--- config.mk ---
export PLATFORM = sky130hd
export DESIGN_NAME = serial_port_unit
export DESIGN_NICKNAME = d
export VERILOG_FILES = /design/src/byte_buffer.v /design/src/serial_port_unit.v
export VERILOG_INCLUDE_DIRS = /design/src
export SDC_FILE = /design/constraint.sdc
export NUM_CORES = 1
export LEC_CHECK = 0
export BUFFER_PORTS_ARGS = -buffer_cell sky130_fd_sc_hd__buf_2
export CELL_PAD_IN_SITES_DETAIL_PLACEMENT = 0
export CELL_PAD_IN_SITES_GLOBAL_PLACEMENT = 1
export CORE_UTILIZATION = 30
export CTS_BUF_LIST = sky130_fd_sc_hd__clkbuf_4 sky130_fd_sc_hd__clkbuf_8
export CTS_CLUSTER_SIZE = 12
export DETAILED_ROUTE_END_ITERATION = 16
export PLACE_DENSITY_LB_ADDON = 0.3
export SYNTH_ARGS = -nofsm -noshare
export SYNTH_HDL_FRONTEND = slang
export SYNTH_HIERARCHICAL = 1
export SYNTH_SLANG_ARGS = --single-unit
--- constraint.sdc ---
create_clock -name mclk -period 4.5 [get_ports mclk]
set_input_delay 0.225 -clock mclk [delete_from_list [all_inputs] [get_ports mclk]]
set_output_delay 0.225 -clock mclk [all_outputs]
set_load 0.05 [all_outputs]
--- src/serial_port_defines.vh ---
// Constants for the serial port configuration and status register.
// Assumes inclusion by serial_port_unit by its bare name.
`ifndef SERIAL_PORT_DEFINES_VH
`define SERIAL_PORT_DEFINES_VH

// ----------------------------------------------------------------------
// Register address and reset value
// ----------------------------------------------------------------------
`define CFG_ADDR 8'hA1
`define CFG_RESET 8'h07

// ----------------------------------------------------------------------
// Field positions
// ----------------------------------------------------------------------
`define BUSY_BIT 7
`define MASTER_BIT 6
`define PHASE_BIT 5
`define POL_BIT 4
`define SELECTED_BIT 3
`define PIN_BIT 2
`define SHIFT_EMPTY_BIT 1
`define RX_EMPTY_BIT 0

// ----------------------------------------------------------------------
// Timing counts
// ----------------------------------------------------------------------
`define SCK_HALF_CYCLES 4
`define EDGES_PER_BYTE 16

`endif

--- src/byte_buffer.v ---
// Two-entry buffer with valid and ready on both sides.
// Assumes one clock and an asynchronous active-high reset.
`timescale 1ns/10ps
module byte_buffer #(
   parameter WIDTH = 8
) (
   input wire mclk,
   input wire rst,
   input wire [WIDTH-1:0] in_data,
   input wire in_valid,
   output wire in_ready,
   output wire [WIDTH-1:0] out_data,
   output wire out_valid,
   input wire out_ready
);
   // ----------------------------------------------------------------
   // Storage
   // ----------------------------------------------------------------
   reg [WIDTH-1:0] head_q;
   reg [WIDTH-1:0] tail_q;
   reg head_vld_q;
   reg tail_vld_q;
   wire push;
   wire pop;

   assign in_ready = ~tail_vld_q;
   assign out_valid = head_vld_q;
   assign out_data = head_q;
   assign push = in_valid & ~tail_vld_q;
   assign pop = out_ready & head_vld_q;

   always @(posedge mclk or posedge rst) begin
      if (rst) begin
         head_q <= {WIDTH{1'b0}};
         tail_q <= {WIDTH{1'b0}};
         head_vld_q <= 1'b0;
         tail_vld_q <= 1'b0;
      end else begin
         if (pop) begin
            head_q <= tail_vld_q ? tail_q : in_data;
            head_vld_q <= tail_vld_q | push;
            tail_vld_q <= tail_vld_q & push;
            if (tail_vld_q & push) begin
               tail_q <= in_data;
            end
         end else if (push) begin
            if (head_vld_q) begin
               tail_q <= in_data;
               tail_vld_q <= 1'b1;
            end else begin
               head_q <= in_data;
               head_vld_q <= 1'b1;
            end
         end
      end
   end
endmodule

--- src/serial_port_unit.v ---
// Serial port with its configuration and status register.
// Assumes an 8-bit special function register port on mclk and
// asynchronous serial pins that are synchronised here.
//
// Function
// - Busy bit reads 1 during any transfer.
// - Idle clock level follows the polarity bit.
// - Slave receive-empty clears until byte is read.
// - Receive-empty reads 1 in master mode.
// - Master bit clear makes an enabled port slave.
// - Phase picks latch edge; change while disabled.
`timescale 1ns/10ps
`include "serial_port_defines.vh"
module serial_port_unit #(
   parameter HALF_DIV = `SCK_HALF_CYCLES
) (
   input wire mclk,
   input wire rst,
   input wire [7:0] sfr_addr,
   input wire sfr_wr,
   input wire sfr_rd,
   input wire [7:0] sfr_wdata,
   output reg [7:0] sfr_rdata_q,
   input wire port_enable_bit,
   input wire [7:0] tx_data,
   input wire tx_valid,
   output reg tx_ready_q,
   output wire [7:0] rx_data,
   output wire rx_valid,
   input wire rx_ready,
   input wire sck_in,
   output reg sck_out_q,
   output reg sck_oe_q,
   input wire sel_n_in,
   input wire mosi_in,
   input wire miso_in,
   output wire sdo_out,
   output reg mosi_oe_q,
   output reg miso_oe_q
);
   // ----------------------------------------------------------------
   // Pin synchronisers
   // ----------------------------------------------------------------
   reg [3:0] meta_q;
   reg [3:0] sync_q;
   reg sck_prev_q;
   always @(posedge mclk or posedge rst) begin
      if (rst) begin
         meta_q <= 4'hF;
         sync_q <= 4'hF;
         sck_prev_q <= 1'b1;
      end else begin
         meta_q <= {sck_in, sel_n_in, mosi_in, miso_in};
         sync_q <= meta_q;
         sck_prev_q <= sync_q[3];
      end
   end
   wire sck_s = sync_q[3];
   wire sel_n_s = sync_q[2];
   wire mosi_s = sync_q[1];
   wire miso_s = sync_q[0];

   // ----------------------------------------------------------------
   // Configuration bits
   // ----------------------------------------------------------------
   // The other party must share phase and polarity; software should
   // disable the port before changing them, mid-byte writes are taken.
   localparam [7:0] RESET_VALUE = `CFG_RESET;
   reg master_mode_enable_q;
   reg clock_phase_select_q;
   reg clock_idle_polarity_q;
   always @(posedge mclk or posedge rst) begin
      if (rst) begin
         master_mode_enable_q <= RESET_VALUE[`MASTER_BIT];
         clock_phase_select_q <= RESET_VALUE[`PHASE_BIT];
         clock_idle_polarity_q <= RESET_VALUE[`POL_BIT];
      end else if (sfr_wr && sfr_addr == `CFG_ADDR) begin
         master_mode_enable_q <= sfr_wdata[`MASTER_BIT];
         clock_phase_select_q <= sfr_wdata[`PHASE_BIT];
         clock_idle_polarity_q <= sfr_wdata[`POL_BIT];
      end
   end

   wire is_master = port_enable_bit & master_mode_enable_q;
   wire is_slave = port_enable_bit & ~master_mode_enable_q;
   wire slave_active = is_slave & ~sel_n_s;

   // ----------------------------------------------------------------
   // Shift engine
   // ----------------------------------------------------------------
   reg [7:0] tx_buf_q;
   reg [7:0] tx_sr_q;
   reg [7:0] rx_sr_q;
   reg [3:0] edge_cnt_q;
   reg [7:0] div_q;
   reg busy_q;
   reg sr_loaded_q;
   wire rx_in_ready;
   reg rx_push;
   reg [7:0] rx_next;

   assign sdo_out = tx_sr_q[7];

   wire div_end = (div_q == HALF_DIV - 1);
   wire m_edge = is_master & busy_q & div_end;
   wire s_edge = slave_active & (sck_s != sck_prev_q);
   wire edge_evt = m_edge | s_edge;
   // A leading edge leaves the idle level.
   wire leading = m_edge ? (sck_out_q == clock_idle_polarity_q)
                         : (sck_prev_q == clock_idle_polarity_q);
   wire sample_edge = leading ^ clock_phase_select_q;
   wire sdi = is_master ? miso_s : mosi_s;
   wire last_edge = (edge_cnt_q == `EDGES_PER_BYTE - 1);
   // The master waits for room in the receive buffer so no byte is lost.
   wire m_start = is_master & ~busy_q & ~tx_ready_q & rx_in_ready;

   always @* begin
      rx_next = sample_edge ? {rx_sr_q[6:0], sdi} : rx_sr_q;
      rx_push = edge_evt & last_edge;
   end

   always @(posedge mclk or posedge rst) begin
      if (rst) begin
         tx_buf_q <= 8'h00;
         tx_ready_q <= 1'b1;
         tx_sr_q <= 8'h00;
         rx_sr_q <= 8'h00;
         edge_cnt_q <= 4'h0;
         div_q <= 8'h00;
         busy_q <= 1'b0;
         sr_loaded_q <= 1'b0;
         sck_out_q <= 1'b0;
      end else begin
         if (tx_valid && tx_ready_q) begin
            tx_buf_q <= tx_data;
            tx_ready_q <= 1'b0;
         end
         if (!port_enable_bit || (is_slave && sel_n_s)) begin
            edge_cnt_q <= 4'h0;
            busy_q <= 1'b0;
            div_q <= 8'h00;
         end
         if (!busy_q) begin
            sck_out_q <= clock_idle_polarity_q;
         end
         if (m_start) begin
            tx_sr_q <= tx_buf_q;
            tx_ready_q <= 1'b1;
            sr_loaded_q <= 1'b1;
            busy_q <= 1'b1;
            edge_cnt_q <= 4'h0;
            div_q <= 8'h00;
         end else if (is_slave && !sr_loaded_q && !tx_ready_q &&
                      !edge_evt) begin
            // Never on an edge: the shift on that edge would win.
            tx_sr_q <= tx_buf_q;
            tx_ready_q <= 1'b1;
            sr_loaded_q <= 1'b1;
         end
         if (is_master && busy_q) begin
            div_q <= div_end ? 8'h00 : div_q + 8'h01;
            if (div_end) begin
               sck_out_q <= ~sck_out_q;
            end
         end
         if (edge_evt) begin
            rx_sr_q <= rx_next;
            if (!sample_edge &&
                !(clock_phase_select_q && edge_cnt_q == 4'h0)) begin
               tx_sr_q <= {tx_sr_q[6:0], 1'b0};
            end
            edge_cnt_q <= edge_cnt_q + 4'h1;
            busy_q <= ~last_edge;
            if (last_edge) begin
               sr_loaded_q <= 1'b0;
            end
         end
      end
   end

   // ----------------------------------------------------------------
   // Receive buffer
   // ----------------------------------------------------------------
   // An overrun drops the new byte; flagging it is done elsewhere.
   byte_buffer #(
      .WIDTH(8)
   ) rx_fifo (
      .mclk(mclk),
      .rst(rst),
      .in_data(rx_next),
      .in_valid(rx_push),
      .in_ready(rx_in_ready),
      .out_data(rx_data),
      .out_valid(rx_valid),
      .out_ready(rx_ready)
   );

   // ----------------------------------------------------------------
   // Pin enables and status read
   // ----------------------------------------------------------------
   reg [7:0] status;
   always @* begin
      status = 8'h00;
      status[`BUSY_BIT] = busy_q;
      status[`MASTER_BIT] = master_mode_enable_q;
      status[`PHASE_BIT] = clock_phase_select_q;
      status[`POL_BIT] = clock_idle_polarity_q;
      status[`SELECTED_BIT] = ~sel_n_s;
      status[`PIN_BIT] = sel_n_s;
      status[`SHIFT_EMPTY_BIT] = ~sr_loaded_q & tx_ready_q;
      // Meaningful only for a slave.
      status[`RX_EMPTY_BIT] = master_mode_enable_q | ~rx_valid;
   end

   always @(posedge mclk or posedge rst) begin
      if (rst) begin
         sfr_rdata_q <= 8'h00;
         sck_oe_q <= 1'b0;
         mosi_oe_q <= 1'b0;
         miso_oe_q <= 1'b0;
      end else begin
         sck_oe_q <= is_master;
         mosi_oe_q <= is_master;
         miso_oe_q <= slave_active;
         if (sfr_rd) begin
            sfr_rdata_q <= (sfr_addr == `CFG_ADDR) ? status : 8'h00;
         end
      end
   end
endmodule

* Word-level counts from Yosys, hierarchy flattened
Index checks and enable logic that the tools add are counted.
** Operators by class
- Mux-type cells :: 41
- Add/sub/neg operators :: 2
- Bitwise gates (word level) :: 27
- Eq/ne operators :: 8
- Reduce and logical (&&, ||, !) cells :: 25
** Operator list (number)
- $mux W8 :: 18
- $mux W1 :: 20
- $and A1 B1 Y1 :: 14
- $mux W4 :: 3
- $logic_and A1 B1 Y1 :: 9
- $not A1 Y1 :: 9
- $reduce_bool A3 Y1 :: 3
- $add A8 B1 Y8 const B :: 1
- $eq A8 B2 Y1 const B :: 1
- $eq A8 B8 Y1 const B :: 1
- $logic_not A1 Y1 :: 6
- $add A4 B1 Y4 const B :: 1
- $eq A4 B4 Y1 const B :: 1
- $logic_not A4 Y1 :: 1
- $ne A2 B2 Y1 const B :: 2
- $reduce_and A2 Y1 :: 2
- $reduce_bool A2 Y1 :: 2
- $or A1 B1 Y1 :: 3
- $reduce_and A3 Y1 :: 1
- $eq A1 B1 Y1 :: 2
- $logic_or A1 B1 Y1 :: 1
- $ne A1 B1 Y1 :: 1
- $xor A1 B1 Y1 :: 1
** Storage, ports and cells
- Input bits :: 35
- Word-level logic and storage cells :: 125
- Output and inout port bits :: 23
- Register bits after elaboration :: 80

* Longest topological paths before layout
Gate-level depths: netlist of the first run.
- Depth after elaboration :: 11
- Gate-level depth with buffers :: 10
- Depth with buffers taken out :: 9

* Cells and area by module
The synthesis of the first run kept the hierarchy.
** Modules (own cells, without submodules)
- serial_port_unit :: cells an instance 239, instances 1, area an instance 2871.5 sq um, sequential area each 1564.0 sq um
- byte_buffer :: cells an instance 59, instances 1, area an instance 790.8 sq um, sequential area each 450.4 sq um

* Worst setup path before layout of the first run
Ideal clock, no wire load.
- Kind :: register -> register
- From :: register div_q[0]
- To :: register rx_fifo.tail_q[4]
- Clock period less this slack :: 2.718 ns
- Buffers on the path :: 1
- Arrival :: 2.594 ns
- Data required time :: 4.375 ns
- Slack :: 1.782 ns
- Library setup time :: 0.125 ns
- Stages on the path, launching flop included :: 10
- Cell sequence :: dfrtp_1 ha_1 nor4b_1 nand3_1 nand2_1 clkbuf_1 and4_1 nand2b_4 nor3b_4 mux2_2
** On the way
- Cells in the longest elaborated chain, start to end :: 8
- Elaborated cells on any way between the ends :: 16
- Those cells by class :: eq/ne: 2; mux: 6; bitwise: 6; reduce/logical: 2
** Ends and longest elaborated chain
- start: declaration :: RTL line serial_port_unit.v:95 : reg [7:0] div_q;
- start signal: assignment :: RTL line serial_port_unit.v:161 : div_q <= div_end ? 8'h00 : div_q + 8'h01;
- $eq A8 B2 Y1 * :: RTL line serial_port_unit.v:104 : wire div_end = (div_q == HALF_DIV - 1);
- $and A1 B1 Y1 * :: RTL line serial_port_unit.v:105 : wire m_edge = is_master & busy_q & div_end;
- $or A1 B1 Y1 * :: RTL line serial_port_unit.v:107 : wire edge_evt = m_edge | s_edge;
- $and A1 B1 Y1 * :: RTL line serial_port_unit.v:119 : rx_push = edge_evt & last_edge;
- named net rx_push :: RTL line serial_port_unit.v:99 : reg rx_push;
- $and A1 B1 Y1 * :: RTL line byte_buffer.v:29 : assign push = in_valid & ~tail_vld_q;
- $and A1 B1 Y1 :: RTL line byte_buffer.v:43 : if (tail_vld_q & push) begin
- $ne A2 B2 Y1 (no source line)
- $reduce_and A3 Y1 (no source line) *
- end signal: assignment :: RTL line byte_buffer.v:35 : tail_q <= {WIDTH{1'b0}};
- end signal: assignment :: RTL line byte_buffer.v:44 : tail_q <= in_data;
- end signal: assignment :: RTL line byte_buffer.v:48 : tail_q <= in_data;
- end: declaration :: RTL line byte_buffer.v:20 : reg [WIDTH-1:0] tail_q;
Mark *: on every way through the listed nets, which the timed path passes. The rest lies on a longest branch. The select of a mux whose other input is x is not followed.
A chain may end at the register's enable or synchronous reset.

* Final worst setup path of the first run
- From :: register div_q[0]
- To :: register rx_fifo.head_q[1] (netlist: rx_fifo/out_data[1])
** On the way
- Elaborated cells on any way between the ends :: 14
- Those cells by class :: eq/ne: 1; mux: 6; bitwise: 5; reduce/logical: 2
** RTL lines
- $eq A8 B2 Y1 :: RTL line serial_port_unit.v:104
- $and A1 B1 Y1 :: RTL line serial_port_unit.v:105
- $or A1 B1 Y1 :: RTL line serial_port_unit.v:107
- $and A1 B1 Y1 :: RTL line serial_port_unit.v:119
- named net rx_push :: RTL line serial_port_unit.v:99
- $and A1 B1 Y1 :: RTL line byte_buffer.v:29
- $reduce_bool A2 Y1 (no source line)
- $reduce_and A2 Y1 (no source line)
- end signal: assignment :: RTL line byte_buffer.v:34 : head_q <= {WIDTH{1'b0}};
- end signal: assignment :: RTL line byte_buffer.v:40 : head_q <= tail_vld_q ? tail_q : in_data;
- end signal: assignment :: RTL line byte_buffer.v:51 : head_q <= in_data;
- end: declaration :: RTL line byte_buffer.v:19 : reg [WIDTH-1:0] head_q;
The timed path passes the listed nets, and every way through them passes these cells. The select of a mux whose other input is x is not followed.

==> results summary, run 1 <==
The kind of end point of the critical path is a register. The number of buffers inserted by post-CTS setup repair is 0. The number of failing setup endpoints in the final timing report came out at 0.

In this run the number of H-tree levels came out at 3. Counting cells, the worst reg-to-reg path comes to 8. The initial antenna violation count came to 0. The number of stages on the worst setup path came out at 8. The number of sinks driven by the clock tree is 80. The register share of total power is 0.500.

The net count of the mapped netlist came out at 336. The number of instances in the synthesized netlist came out at 298. The share of power burned in combinational logic is 0.164. The maximum count of clock buffers along a single path is 2. The fraction of layout instances using a drive strength above 1 came out at 0.422. The first-pass GRT wire length is between 10000 and 15000 µm. For the worst-skew pair, the clock arrives at the later sink with an insertion delay of 0.34 ns. The routed via count came out at about 2400.

Among all flip-flop cells after synthesis, the most frequent one is sky130_fd_sc_hd__dfrtp_1. The cell chosen for the clock root is sky130_fd_sc_hd__clkbuf_8. The largest fanout on the critical path is 11. The number of routed nets with antenna violations came out at 0. The post-route fraction of the period consumed by the critical path came out at 0.686.

The final critical path time including I/O delays and setup is 3.09 ns. The number of slew-limit violations in the final report came out at 0. TritonCTS built the clock tree.

In the final design database the tool counted 393 nets. The number of warnings printed during yosys synthesis came out at 6. The internal power summed over all cells is 1.36 mW. The length of the first detailed-routing pass in iterations came out at 4. The synthesized area divided by synthesized cell count came out at 12.3 µm².

The cell leakage power came out at slightly above 2 nW. From bottom edge to top edge, the die measures 112 µm. The core area came out at 11700 µm².

The smallest hold slack came out at -0.00441 ns. The worst vdd rail ir drop came out at 0.000195 V. The finished layout cell area came out at approximately 4300 µm². The number of synthesized register bits came out at 80. By startpoint and endpoint, the worst setup path is classified as reg2reg.

The number of instances resized during post-cts repair is 0. The total CTS buffers came out at 9. At the end of routability-driven placement, the weighted congestion stood at 0.687. The switching power came out at 446 µW. The run finished, with violations left. The signal on the critical path passes through ha_1 -> nor4b_1 -> nand3_1 -> nand2_1 -> and4_1 -> nand2b_4 -> o21ai_1 -> o221a_2.

The max-capacitance violation count came out at 0. Derived from the worst setup path, the maximum achievable clock frequency is 324 MHz. Buffers placed on the I/O ports in this run total 52. Compared with the post-synthesis result, the final layout area differs by 18.0%. The violation count after the first detailed-route iteration is 57. The clock power share is 0.336. The filler cell count is 1153. The final reports fail on negative hold slack. The residual DRC count is 0. The count of buffering cells on the critical path with inverters included is 0. In this run the worst hold path is classified as in2async. The placed cell count came out at 483. The arrival time reported for the critical path endpoint is 3.36 ns.

The setup TNS is 0 ns. The cell with the largest stage delay on the worst path is sky130_fd_sc_hd__o21ai_1. The count of cells in the finished layout, fillers not included, comes to 503. The peak per-stage delay on the critical path is 0.62 ns.

The minimum setup slack among reg-to-reg paths is 1.41 ns. The part of the Yosys area used for sequential elements is 0.550. The max-slew headroom at the worst pin is 0.177. The dominant delay contributor by cell family on the critical path is simple AND/OR/NAND/NOR gates. The number of placement rows came out at 39. The die footprint came out at ~13000 µm². Tracing the worst setup path back leads to its startpoint at div_q[0].

The switching part of the total power is 0.247. The startpoint identified for the worst register-to-register timing path is div_q[0]. The destination of the worst register-to-register timing path is rx_fifo/out_data[1].

The post-detailed-route via-to-cell ratio is 4.83. The worst setup path is launched from a register. The final wirelength came out at ~7400 µm.

The final global-route overflow total came out at 0. For the final database, setup skew stands at 0.0125 ns. In this run the horizontal extent of the chip is 112 µm. Setup repair after global routing left no endpoint under its margin. The number of global-route vias before repair is 2524.

The total power is 1.80 mW. Pin placement for this block handled 58 I/O pins. Counting flops with a built-in enable in the synthesized netlist gives 0. In the final routed layout, each cell accounts on average for around 15 µm. The count of distinct cell types in the synthesized netlist came out at 51. The clock-pin slew of the registers on the worst-case setup and hold paths is 0.09 ns. The half-perimeter wire length after detailed placement came out at 5050 µm. The effective utilization at floorplan is 0.314. The slew of the pin with the lowest slew margin is 1.22 ns. After synthesis the cells add up to approximately 3700 µm². The maximum number of pins on one net before global-route repair is 63.

The required time at the worst-slack endpoint came out at 4.78 ns. The critical path ends at rx_fifo/out_data[1]. The number of hold violations in the final report is 8. The fraction of registers with async set or reset after synthesis came out at 1.00.

The post-detailed-placement cell area came out at between 4000 and 5000 µm². The power density over cell area came out at approximately 420 nW/µm². 0 antenna diodes ended up in the layout. The global router's overall resource usage is 0.127.
## per-stage QoR
step | setup slack (ns) | util
6_report | 1.41 | 0.371
5_1_grt | 1.09 | 0.371
4_1_cts | 1.36 | 0.371
3_5_place_dp | 1.40 | 0.347
3_3_place_gp | 1.41 | 0.347
2_1_floorplan | 1.78 | -
## kinds of logic after synthesis
| group | Yosys count | synth area share |
|---|---|---|
| xor+xnor | 3 | 0.00718 |
| flops | 80 | 0.550 |
| mux | 54 | 0.173 |
| simple gates | 76 | 0.122 |
| compound gates | 53 | 0.103 |
| fa+ha+maj | 3 | 0.0103 |
| buf+inv | 29 | 0.0342 |
## sequential cells by signal, summed over array words and instances (netlist names), 4 cells and up
register and count:
div_q 8, rx_fifo/out_data 8, rx_fifo/tail_q 8, rx_sr_q 8, sfr_rdata_q 8, tx_buf_q 8, tx_sr_q 8, edge_cnt_q 4
meta_q 4, sync_q 4
## cells in the final DEF (no fill, tap or decap), drive strengths merged, types with 9 or more instances in the layout
| cell type | count |
|---|---|
| dfrtp | 70 |
| buf | 53 |
| mux2 | 53 |
| clkbuf | 13 |
| dfstp | 10 |
| nor2 | 11 |
| nand2 | 16 |
| inv | 18 |
| or2 | 9 |
| o21ai | 23 |
## how the worst min path moves through the flow
stage	startpoint	end	slack, ns	cells past startpoint
after floorplan	rst	rx_fifo/out_data[0]	0.16	1
after global placement	miso_in	meta_q[0]	0.33	1
after detailed placement	miso_in	meta_q[0]	0.33	1
after CTS	rst	rx_fifo/out_data[7]	0.01	2
after global routing	rst	rx_fifo/out_data[7]	0.05	2
final	rst	rx_fifo/out_data[7]	-0.004	2
## final cells by class
class	instances	area (µm²)	share of cell area
sequential	80	2010	0.466
multi-input combinational	189	1520	0.352
timing repair buffer	57	308	0.0712
tap	143	179	0.0414
clock buffer	13	166	0.0385
inverter	18	67.6	0.0156
clock inverter	3	65.1	0.0151
## per-layer routing
layer	share of wire	global-route usage	vias to the layer above
li1	-	-	1167
met1	0.50	0.173	1217
met2	0.46	0.198	38
met3	0.031	0.0281	10
met4	0.014	0.0453	0
met5	0	0	-
## what timing repair did
item,CTS,global route
hold buffers,4,0
endpoints found under the hold margin,4,0
endpoints found under the setup margin,0,0
## cells in the mapped netlist (2+ instances only)
cell	number	area, µm²
sky130_fd_sc_hd__dfrtp_1	70	1750
sky130_fd_sc_hd__or2_2	9	56.3
sky130_fd_sc_hd__o221a_2	7	78.8
sky130_fd_sc_hd__clkbuf_1	5	18.8
sky130_fd_sc_hd__buf_2	4	20.0
sky130_fd_sc_hd__a31oi_1	3	18.8
sky130_fd_sc_hd__mux2_1	4	45.0
sky130_fd_sc_hd__mux2_4	7	105
sky130_fd_sc_hd__a21o_1	3	22.5
sky130_fd_sc_hd__and2_1	4	25.0
sky130_fd_sc_hd__o21ai_0	22	110
sky130_fd_sc_hd__inv_1	18	67.6
sky130_fd_sc_hd__nor2_1	11	41.3
sky130_fd_sc_hd__xnor2_1	2	17.5
sky130_fd_sc_hd__a21oi_1	5	25.0
sky130_fd_sc_hd__and3_1	5	31.3
sky130_fd_sc_hd__dfstp_2	10	263
sky130_fd_sc_hd__mux2_2	42	473
sky130_fd_sc_hd__nand2_1	16	60.1
sky130_fd_sc_hd__nand2b_1	7	43.8
sky130_fd_sc_hd__ha_1	3	37.5
sky130_fd_sc_hd__nand4_1	3	18.8
sky130_fd_sc_hd__o31ai_1	2	15.0
sky130_fd_sc_hd__nor4bb_1	2	20.0
sky130_fd_sc_hd__o41ai_1	2	17.5
sky130_fd_sc_hd__nand3_1	7	35.0
## power by group through the flow
| stage | clock network (mW) | registers, mW | logic (mW) |
|---|---|---|---|
| 6_report | 0.606 | 0.902 | 0.296 |
| 5_1_grt | 0.656 | 0.919 | 0.327 |
| 4_1_cts | 0.624 | 0.904 | 0.302 |
| 3_5_place_dp | 0 | 0.918 | 0.297 |
| 3_3_place_gp | 0 | 0.914 | 0.291 |
| 2_1_floorplan | 0 | 0.917 | 0.221 |
Power figures use the tool's default switching activity.
==> run 2, diff against run 1 <==
clock period = 2.6 ns   (was 4.5 ns; I/O delays follow)
==> run 2 against run 1 <==
The flow now finishes without violations. Sequential share of layout area decreased by 2.1 points. Register-to-register slack lost 1.3 ns. Cell area increased by 4.8%. Count of clock-buffer cells in the layout fell by 4. Clock skew up 0.0026 ns. First-iteration DRC count grew 65%. Die area unchanged. Critical endpoint is now rx_fifo/out_data[7]. Clock power is 52% higher. Sequential power increased by 73%. Maximum frequency is 23% higher. Core utilization grew 1.8 points. Largest power group unchanged.
==> results summary, run 2 (synthesis gave the netlist of run 1 again) <==
The run finished with clean final reports. Setup repair after global routing left no endpoint under its margin. The floorplan die height came out at 112 µm (unchanged). The slowest stage of the critical path belongs to the cell sky130_fd_sc_hd__dfrtp_2. The post-place setup slack is 0.0463 ns (-1.35 ns). The power density over cell area was 666 nW/µm² (+59%). The library cell used most frequently in the layout, excluding fill and tap cells, is sky130_fd_sc_hd__dfrtp_1. The post-route fraction of the period consumed by the critical path is 0.962 (+0.276). The clock-pin slew of the registers on the worst-case setup and hold paths is 0.08 ns (about the same).

The count of non-filler cells in the finished layout is 527 (+4.8%). The class of the most critical setup path is reg2reg. The weighted congestion at the end of routability-driven global placement came to 0.766 (+11%). The destination of the worst register-to-register timing path is rx_fifo/out_data[7]. The number of placed I/O pins came out at 58 (unchanged). The top achievable clock speed came out at 400 MHz (+23%). The tree is rooted in a sky130_fd_sc_hd__clkbuf_8. The chip width was 112 µm (unchanged). The final global-route overflow total came to 0 (unchanged).

The max-capacitance violation count came to 0 (unchanged). The post-detailed-route via-to-cell ratio is 4.73 (-2.1%). The wire length per cell after detailed routing is 13.9 µm (-4.7%). The total CTS buffers came out at 9 (unchanged). The number of hold violations in the final report came out at 0 (-8).

The number of stages on the worst hold path is 2. The largest fanout on the critical path came out at 6 (-5). The number of routed nets with antenna violations came out at 0 (unchanged).

The initial antenna violation count came out at 0 (unchanged). The worst reg-to-reg path cell count is 9 (+1). The final critical path time including I/O delays and setup came out at 2.50 ns (-0.585 ns). The final wirelength is 7340 µm (-0.12%).

The cell leakage power came out at 2.17 nW (+4.9%). The global router's overall resource usage was 0.127 (about the same). In this run the most critical hold path is launched from tx_data[3].

The sink of the worst hold path is tx_buf_q[3]. The critical path goes through ha_4 -> or3b_4 -> o31ai_4 -> a21o_1 -> and2_4 -> mux2_2 -> mux2_2 -> o32a_1 -> o21a_1. The worst setup path is launched from a register. The clock latency of the later-clocked register in the worst-skew pair was 0.36 ns (+0.02 ns).

The slew of the pin with the lowest slew margin came to 0.701 ns (-0.520 ns). Leaving out fill and tap cells, the most frequent cells in the layout are sky130_fd_sc_hd__dfrtp_1 (69), sky130_fd_sc_hd__buf_2 (52), sky130_fd_sc_hd__mux2_2 (42). The max-slew headroom at the worst pin is 0.532 (+0.355). The number of nets in the final layout was 417 (+6.1%). The routed via count came out at 2495 (+2.6%). The first-pass GRT wire length is 12600 µm (-0.60%). Relative to the synthesized area, the layout overhead comes to 23.7%. The number of placement rows is 39 (unchanged). The H-tree depth is 3 (unchanged). The effective utilization at floorplan came out at 0.314 (unchanged). The required time at the worst-slack endpoint came out at 2.84 ns (-1.94 ns). The total inserted antenna cells was 0 (unchanged).

The final worst setup slack is 0.100 ns (-1.31 ns). The clock skew is 0.0150 ns (+0.00257 ns). The number of failing setup endpoints in the final timing report came to 0 (unchanged). The min-delay analysis places its worst path in the category in2reg. The kind of end point of the critical path is a register. The minimum setup slack among reg-to-reg paths came out at 0.10 ns (-1.31 ns). The most frequent cell on the critical path is sky130_fd_sc_hd__mux2_2. The number of sinks driven by the clock tree is 80 (unchanged).

The smallest hold slack is 0.0146 ns (+0.0190 ns). The most critical setup path has its startpoint at div_q[0]. The half-perimeter wire length after detailed placement is 5380 µm (+6.4%). The maximum count of clock buffers along a single path came out at 2 (unchanged). The setup TNS came out at 0 ns (unchanged).

The core area came out at 11700 µm² (unchanged). The residual DRC count came out at 0 (unchanged). The number of global-route vias before repair is 2617 (+3.7%). The fraction of layout instances using a drive strength above 1 came out at 0.448 (+0.0257). The launch instance of the worst register-to-register path is div_q[0]. The count of buffers from port buffering came to 52 (unchanged).

The violation count after the first detailed-route iteration was 94 (+65%). The peak per-stage delay on the critical path came out at 0.41 ns (-0.21 ns). The maximum number of pins on one net before global-route repair came out at 31 (-51%).

The arrival time reported for the critical path endpoint came out at 2.74 ns (-0.62 ns). The number of slew-limit violations in the final report came out at 0 (unchanged). The placed cell count came out at 498 (+3.1%). The filler cell count came out at 1143 (-0.87%). The length of the first detailed-routing pass in iterations is 5 (+1). The TritonCTS clock tree is done. The worst vdd rail ir drop was 0.000290 V (+48%). The die footprint came out at 12700 µm² (unchanged).
[run 2: cell types whose count changed in the layout (fill, tap and decap cells not counted), sizes merged]
cell	change
dlygate4sd3	+8
clkbuf	-4
clkinv	+2
bufinv	-1
buf	+16
inv	+2
clkinvlp	+1
[run 2: cell type report]
cell class                 instances  area, µm²  share of cell area
clock buffer                       9        124              0.0273
clock inverter                     7       77.6              0.0171
inverter                          18       67.6              0.0149
multi-input combinational        189       1550               0.341
sequential                        80       2020               0.445
tap                              143        179              0.0395
timing repair buffer              81        520               0.115
[run 2: report_power, final]
part	leakage (nW)	total, mW	internal (mW)	switching (mW)
Clock	0.100	0.919	0.452	0.468
Sequential	1.04	1.56	1.44	0.123
Combinational	1.03	0.536	0.317	0.219
[run 2: how the worst max path moves through the flow]
stage,to,cells past startpoint
2_1_floorplan,rx_fifo/out_data[7],9
3_3_place_gp,rx_fifo/out_data[7],9
3_5_place_dp,rx_fifo/out_data[7],9
4_1_cts,rx_fifo/out_data[7],9
5_1_grt,tx_sr_q[7],7
6_report,rx_fifo/out_data[7],9
[run 2: critical path, delay by kind of cell (launching register included)]
kind                     cells  cell delay [ns]
AND/OR/NAND/NOR              2             0.55
multiplexers                 2             0.61
adder cells (fa/ha/maj)      1             0.18
AO/OA/AOI/OAI                4             0.65
flip-flops                   1             0.41
[run 2: per-stage QoR]
stage / util / area, µm² / power (mW)
floorplan: - / 3680 / 1.97
global placement: 0.359 / 4190 / 2.10
detailed placement: 0.359 / 4190 / 2.12
CTS: 0.386 / 4500 / 3.07
global route: 0.388 / 4530 / 3.21
finish: 0.388 / 4530 / 3.02
[run 2: repair_timing]
action,CTS,global route
buffers inserted,0,1
hold endpoints to repair,41,1
endpoints found under the setup margin,0,18
resized for setup,0,3
hold buffers,11,1
[run 2: routing by layer]
| metal | wire, µm | GRT usage | part of all wire | up-vias |
|---|---|---|---|---|
| li1 | - | - | - | 1217 |
| met1 | 3380 | 0.159 | 0.46 | 1239 |
| met2 | 3630 | 0.213 | 0.49 | 34 |
| met3 | 267 | 0.0389 | 0.036 | 5 |
| met4 | 60 | 0.0320 | 0.0082 | 0 |
| met5 | 0 | 0 | 0 | - |
==> run 3, diff against run 2 <==
SYNTH_HIERARCHICAL = unset   (was 1)
==> run 3 against run 2 <==
The run now ends with design-rule violations left. Final cell count rose by 4.2%. Total power fell by 3.4%. Critical path depth fell by 1. Combinational power fell by 19%. Worst hold slack improved by 0.014 ns. Sequential share of layout area fell by 0.10 points. Clock skew fell by 0.0053 ns. Count of clock-buffer cells in the layout rose by 5. Global-route usage rose by 0.53 points. Maximum frequency fell by 0.61%. Cell area rose by 0.17%. Largest cell class unchanged. Highest routed layer unchanged.
==> results summary, run 3 <==
The fraction of layout instances using a drive strength above 1 is 0.372 (-0.0760). The maximum count of clock buffers along a single path is 2 (unchanged). The worst register-to-register path ends at tx_sr_q[5].

The final wirelength is 7480 µm (+1.9%). The most common library cell in the layout ignoring fill and taps is sky130_fd_sc_hd__dfrtp_1. The primary flip-flop cell chosen by synthesis mapping is sky130_fd_sc_hd__dfrtp_1. In the layout the commonest cells are sky130_fd_sc_hd__dfrtp_1 (70), sky130_fd_sc_hd__buf_2 (52), sky130_fd_sc_hd__o21ai_0 (24).

The net count of the mapped netlist came out at 349 (+3.9%). The area fraction in compound gates after synthesis came to 0.133 (+0.0300). The finished layout cell area is 4540 µm² (+0.17%). Among all stages on the critical path, the largest delay is contributed by sky130_fd_sc_hd__or4b_4. Setup repair after global routing left no endpoint under its margin. The critical path is of the reg2reg type. The global-route met3 utilization is 0.0299 (-0.00894). Among all cell types in the netlist, the one instantiated most often is sky130_fd_sc_hd__dfrtp_1. The wire length per cell after detailed routing came out at 13.6 µm (-2.2%). The arrival time reported for the critical path endpoint was 2.77 ns (+0.03 ns). The largest fanout on the critical path came to 8 (+2). The weighted congestion at the end of routability-driven global placement is 0.741 (-3.3%). The H-tree depth came to 3 (unchanged). The global routing stage identified its most utilized layer as met2. The post-route fraction of the period consumed by the critical path is 0.967 (+0.00591).

The worst register-to-register path begins at div_q[1]. The number of hold violations in the final report is 0 (unchanged). The power density over cell area is 642 nW/µm² (-3.5%). The total inserted antenna cells came out at 0 (unchanged). The synthesized area divided by synthesized cell count came out at 11.6 µm² (-5.8%).

The minimum setup slack among reg-to-reg paths came to 0.08 ns (-0.02 ns). The clock skew is 0.00971 ns (-0.00533 ns). The critical path endpoint is tx_sr_q[5]. The smallest hold slack came out at 0.0282 ns (+0.0136 ns). The first-pass GRT wire length came out at 12600 µm (+0.60%). The chip width is 112 µm (-0.86%).

The critical path goes through ha_4 -> or4b_4 -> nor3_4 -> mux2i_1 -> o211ai_2 -> or3_1 -> buf_6 -> mux2_4. The worst vdd rail ir drop is 0.000230 V (-21%). The register area came to 2010 µm² (about the same). The commonest cells after synthesis are sky130_fd_sc_hd__dfrtp_1 (70), sky130_fd_sc_hd__o21ai_0 (24), sky130_fd_sc_hd__nand2_1 (23). The fraction of registers with async set or reset after synthesis is 1.00 (unchanged). The number of slew-limit violations in the final report came to 0 (unchanged). The routed via count is 2586 (+3.6%). The count of distinct cell types in the synthesized netlist is 52 (+2.0%). The number of warnings printed during yosys synthesis came out at 0 (-6). The global router's overall resource usage came to 0.132 (+0.00527). The multi-input combinational cell area was 1430 µm² (-7.5%).

The core area came out at 11600 µm² (-0.84%). From synthesis to final layout, the design area changed by 26.1%. The clock-pin slew of the registers on the worst-case setup and hold paths came out at 0.08 ns (about the same). The cell leakage power came out at 2.16 nW (-0.43%). The post-detailed-placement cell area came out at 4120 µm² (-1.7%). The flow ran to the end, but the final reports show violations. The effective utilization at floorplan came out at 0.311 (-0.00287). After synthesis, the cell types taking the most area are sky130_fd_sc_hd__dfrtp_1 (49%), sky130_fd_sc_hd__dfstp_2 (7.3%), sky130_fd_sc_hd__mux2_2 (6.6%). The max-capacitance violation count is 0 (unchanged).

The core utilization of the finished layout came to 0.392 (+0.00393). The final global-route overflow total is 0 (unchanged). The top achievable clock speed came to 398 MHz (-0.61%). The tree is rooted in a sky130_fd_sc_hd__clkbuf_8. The total power came out at 2.91 mW (-3.4%). The largest family of logic cells by synthesized area is compound AO/OA/AOI/OAI gates.

The initial antenna violation count is 0 (unchanged). The slew of the pin with the lowest slew margin is 0.771 ns (+0.0701 ns). The kind of cell with the highest combined delay along the critical path is simple AND/OR/NAND/NOR gates.

The number of synthesized register bits came out at 80 (unchanged). The filler cell count is 1142 (-0.087%). The half-perimeter wire length after detailed placement is 5200 µm (-3.3%). The clock latency of the later-clocked register in the worst-skew pair is 0.37 ns (about the same). The fraction of met2 tracks used by global routing came out at 0.203 (-0.0108).

The die footprint came out at 12400 µm² (-1.7%). The number of global-route vias before repair came out at 2543 (-2.8%). The worst reg-to-reg path cell count came out at 8 (-1). The number of placed I/O pins is 58 (unchanged). The total CTS buffers came to 9 (unchanged).

The final critical path time including I/O delays and setup is 2.52 ns (+0.0154 ns). The kind of end point of the critical path is a register. The maximum number of pins on one net before global-route repair came out at 43 (+39%). The simple-gate portion of the synthesized area came out at 0.120 (-0.00200). The max-slew headroom at the worst pin was 0.485 (-0.0468). The number of instances in the synthesized netlist is 311 (+4.4%).

The length of the first detailed-routing pass in iterations was 10 (+5). The count of buffering cells on the critical path with inverters included came out at 1 (+1). The number of stages on the worst setup path came out at 8 (-1).

The worst setup path is launched from a register. The peak per-stage delay on the critical path came out at 0.49 ns (+0.08 ns). The checks that failed: design-rule violations. The number of nets in the final layout is 439 (+5.3%).

The part of the Yosys area used for sequential elements is 0.560 (+0.00975). The required time at the worst-slack endpoint came to 2.85 ns (about the same). The area share of xor/xnor cells in the synthesized design came out at 0.00974 (+0.00256).

The residual DRC count came out at 2 (+2). The number of sinks driven by the clock tree was 80 (unchanged). The number of failing setup endpoints in the final timing report is 0 (unchanged).

The multiplexer fraction of the synthesized cell area came out at 0.120 (-0.0529). The met1 track utilization from global routing is 0.170 (+0.0111). The arithmetic-cell share of the synthesized area counting full adders, half adders and majority gates is 0.0104 (+0.000182). The number of routed nets with antenna violations came out at 0 (unchanged). The floorplan die height is 112 µm (-0.86%). The cell area after synthesis was 3600 µm² (-1.7%). The number of synthesized flops with an enable pin came out at 0 (unchanged). TritonCTS built the clock tree. The number of placement rows came out at 39 (unchanged).

The post-detailed-route via-to-cell ratio came out at 4.71 (-0.51%). The top-area cell type share of the netlist area came to 0.487 (+0.00848). The cell type with the highest aggregate area in the netlist is sky130_fd_sc_hd__dfrtp_1. The type of the tightest min-delay check is in2reg.

The violation count after the first detailed-route iteration is 89 (-5.3%). In this run the worst setup path begins at div_q[1]. The count of buffers from port buffering is 52 (unchanged).
==> run 3: per-stage QoR <==
step / setup slack, ns / TNS [ns] / cells
after global placement: 0.0714 / 0 / 514
after global routing: 0.00346 / 0 / 549
after detailed placement: 0.0420 / 0 / 514
final: 0.0847 / 0 / 549
after CTS: 0.0302 / 0 / 547
after floorplan: -0.0629 / -0.440 / 311
==> run 3: kinds of logic after synthesis <==
kind of cell,count (synthesis)
compound gates,73
simple gates,84
buf+inv,30
xor+xnor,4
flops,80
mux,37
fa+ha+maj,3
==> run 3: cell type report <==
type                    count  share of cell area
well taps                 143              0.0394
multi-input cells         201               0.315
repair buffers             91               0.138
flip-flops and latches     80               0.444
clock buffers              14              0.0397
clock inverters             2             0.00827
inverters                  18              0.0152
==> run 3: per-layer routing <==
metal	wire length (µm)	part of all wire
met5	0	0
met1	3630	0.49
met4	204	0.027
met2	3410	0.46
met3	231	0.031
==> run 3: report_power, final <==
part / total [mW] / internal [mW] / switching (mW)
registers: 1.47 / 1.39 / 0.0849
clock network: 1.01 / 0.545 / 0.461
logic: 0.434 / 0.218 / 0.217
==> run 3: worst min path at each step <==
stage          slack, ns  depth (start not counted)      from            endpoint
2_1_floorplan       0.13                          0   miso_in           meta_q[0]
3_3_place_gp        0.24                          1    sck_in           meta_q[3]
3_5_place_dp        0.24                          1    sck_in           meta_q[3]
4_1_cts            0.004                          2  rx_ready  rx_fifo.tail_vld_q
5_1_grt             0.03                          2  rx_ready  rx_fifo.tail_vld_q
6_report            0.03                          2  rx_ready  rx_fifo.tail_vld_q
==> run 3: what timing repair did <==
item / CTS / global route
resized for setup: 0 / 4
hold buffers: 17 / 0
endpoints found under the hold margin: 46 / 0
buffers inserted: 0 / 2
endpoints found under the setup margin: 0 / 25
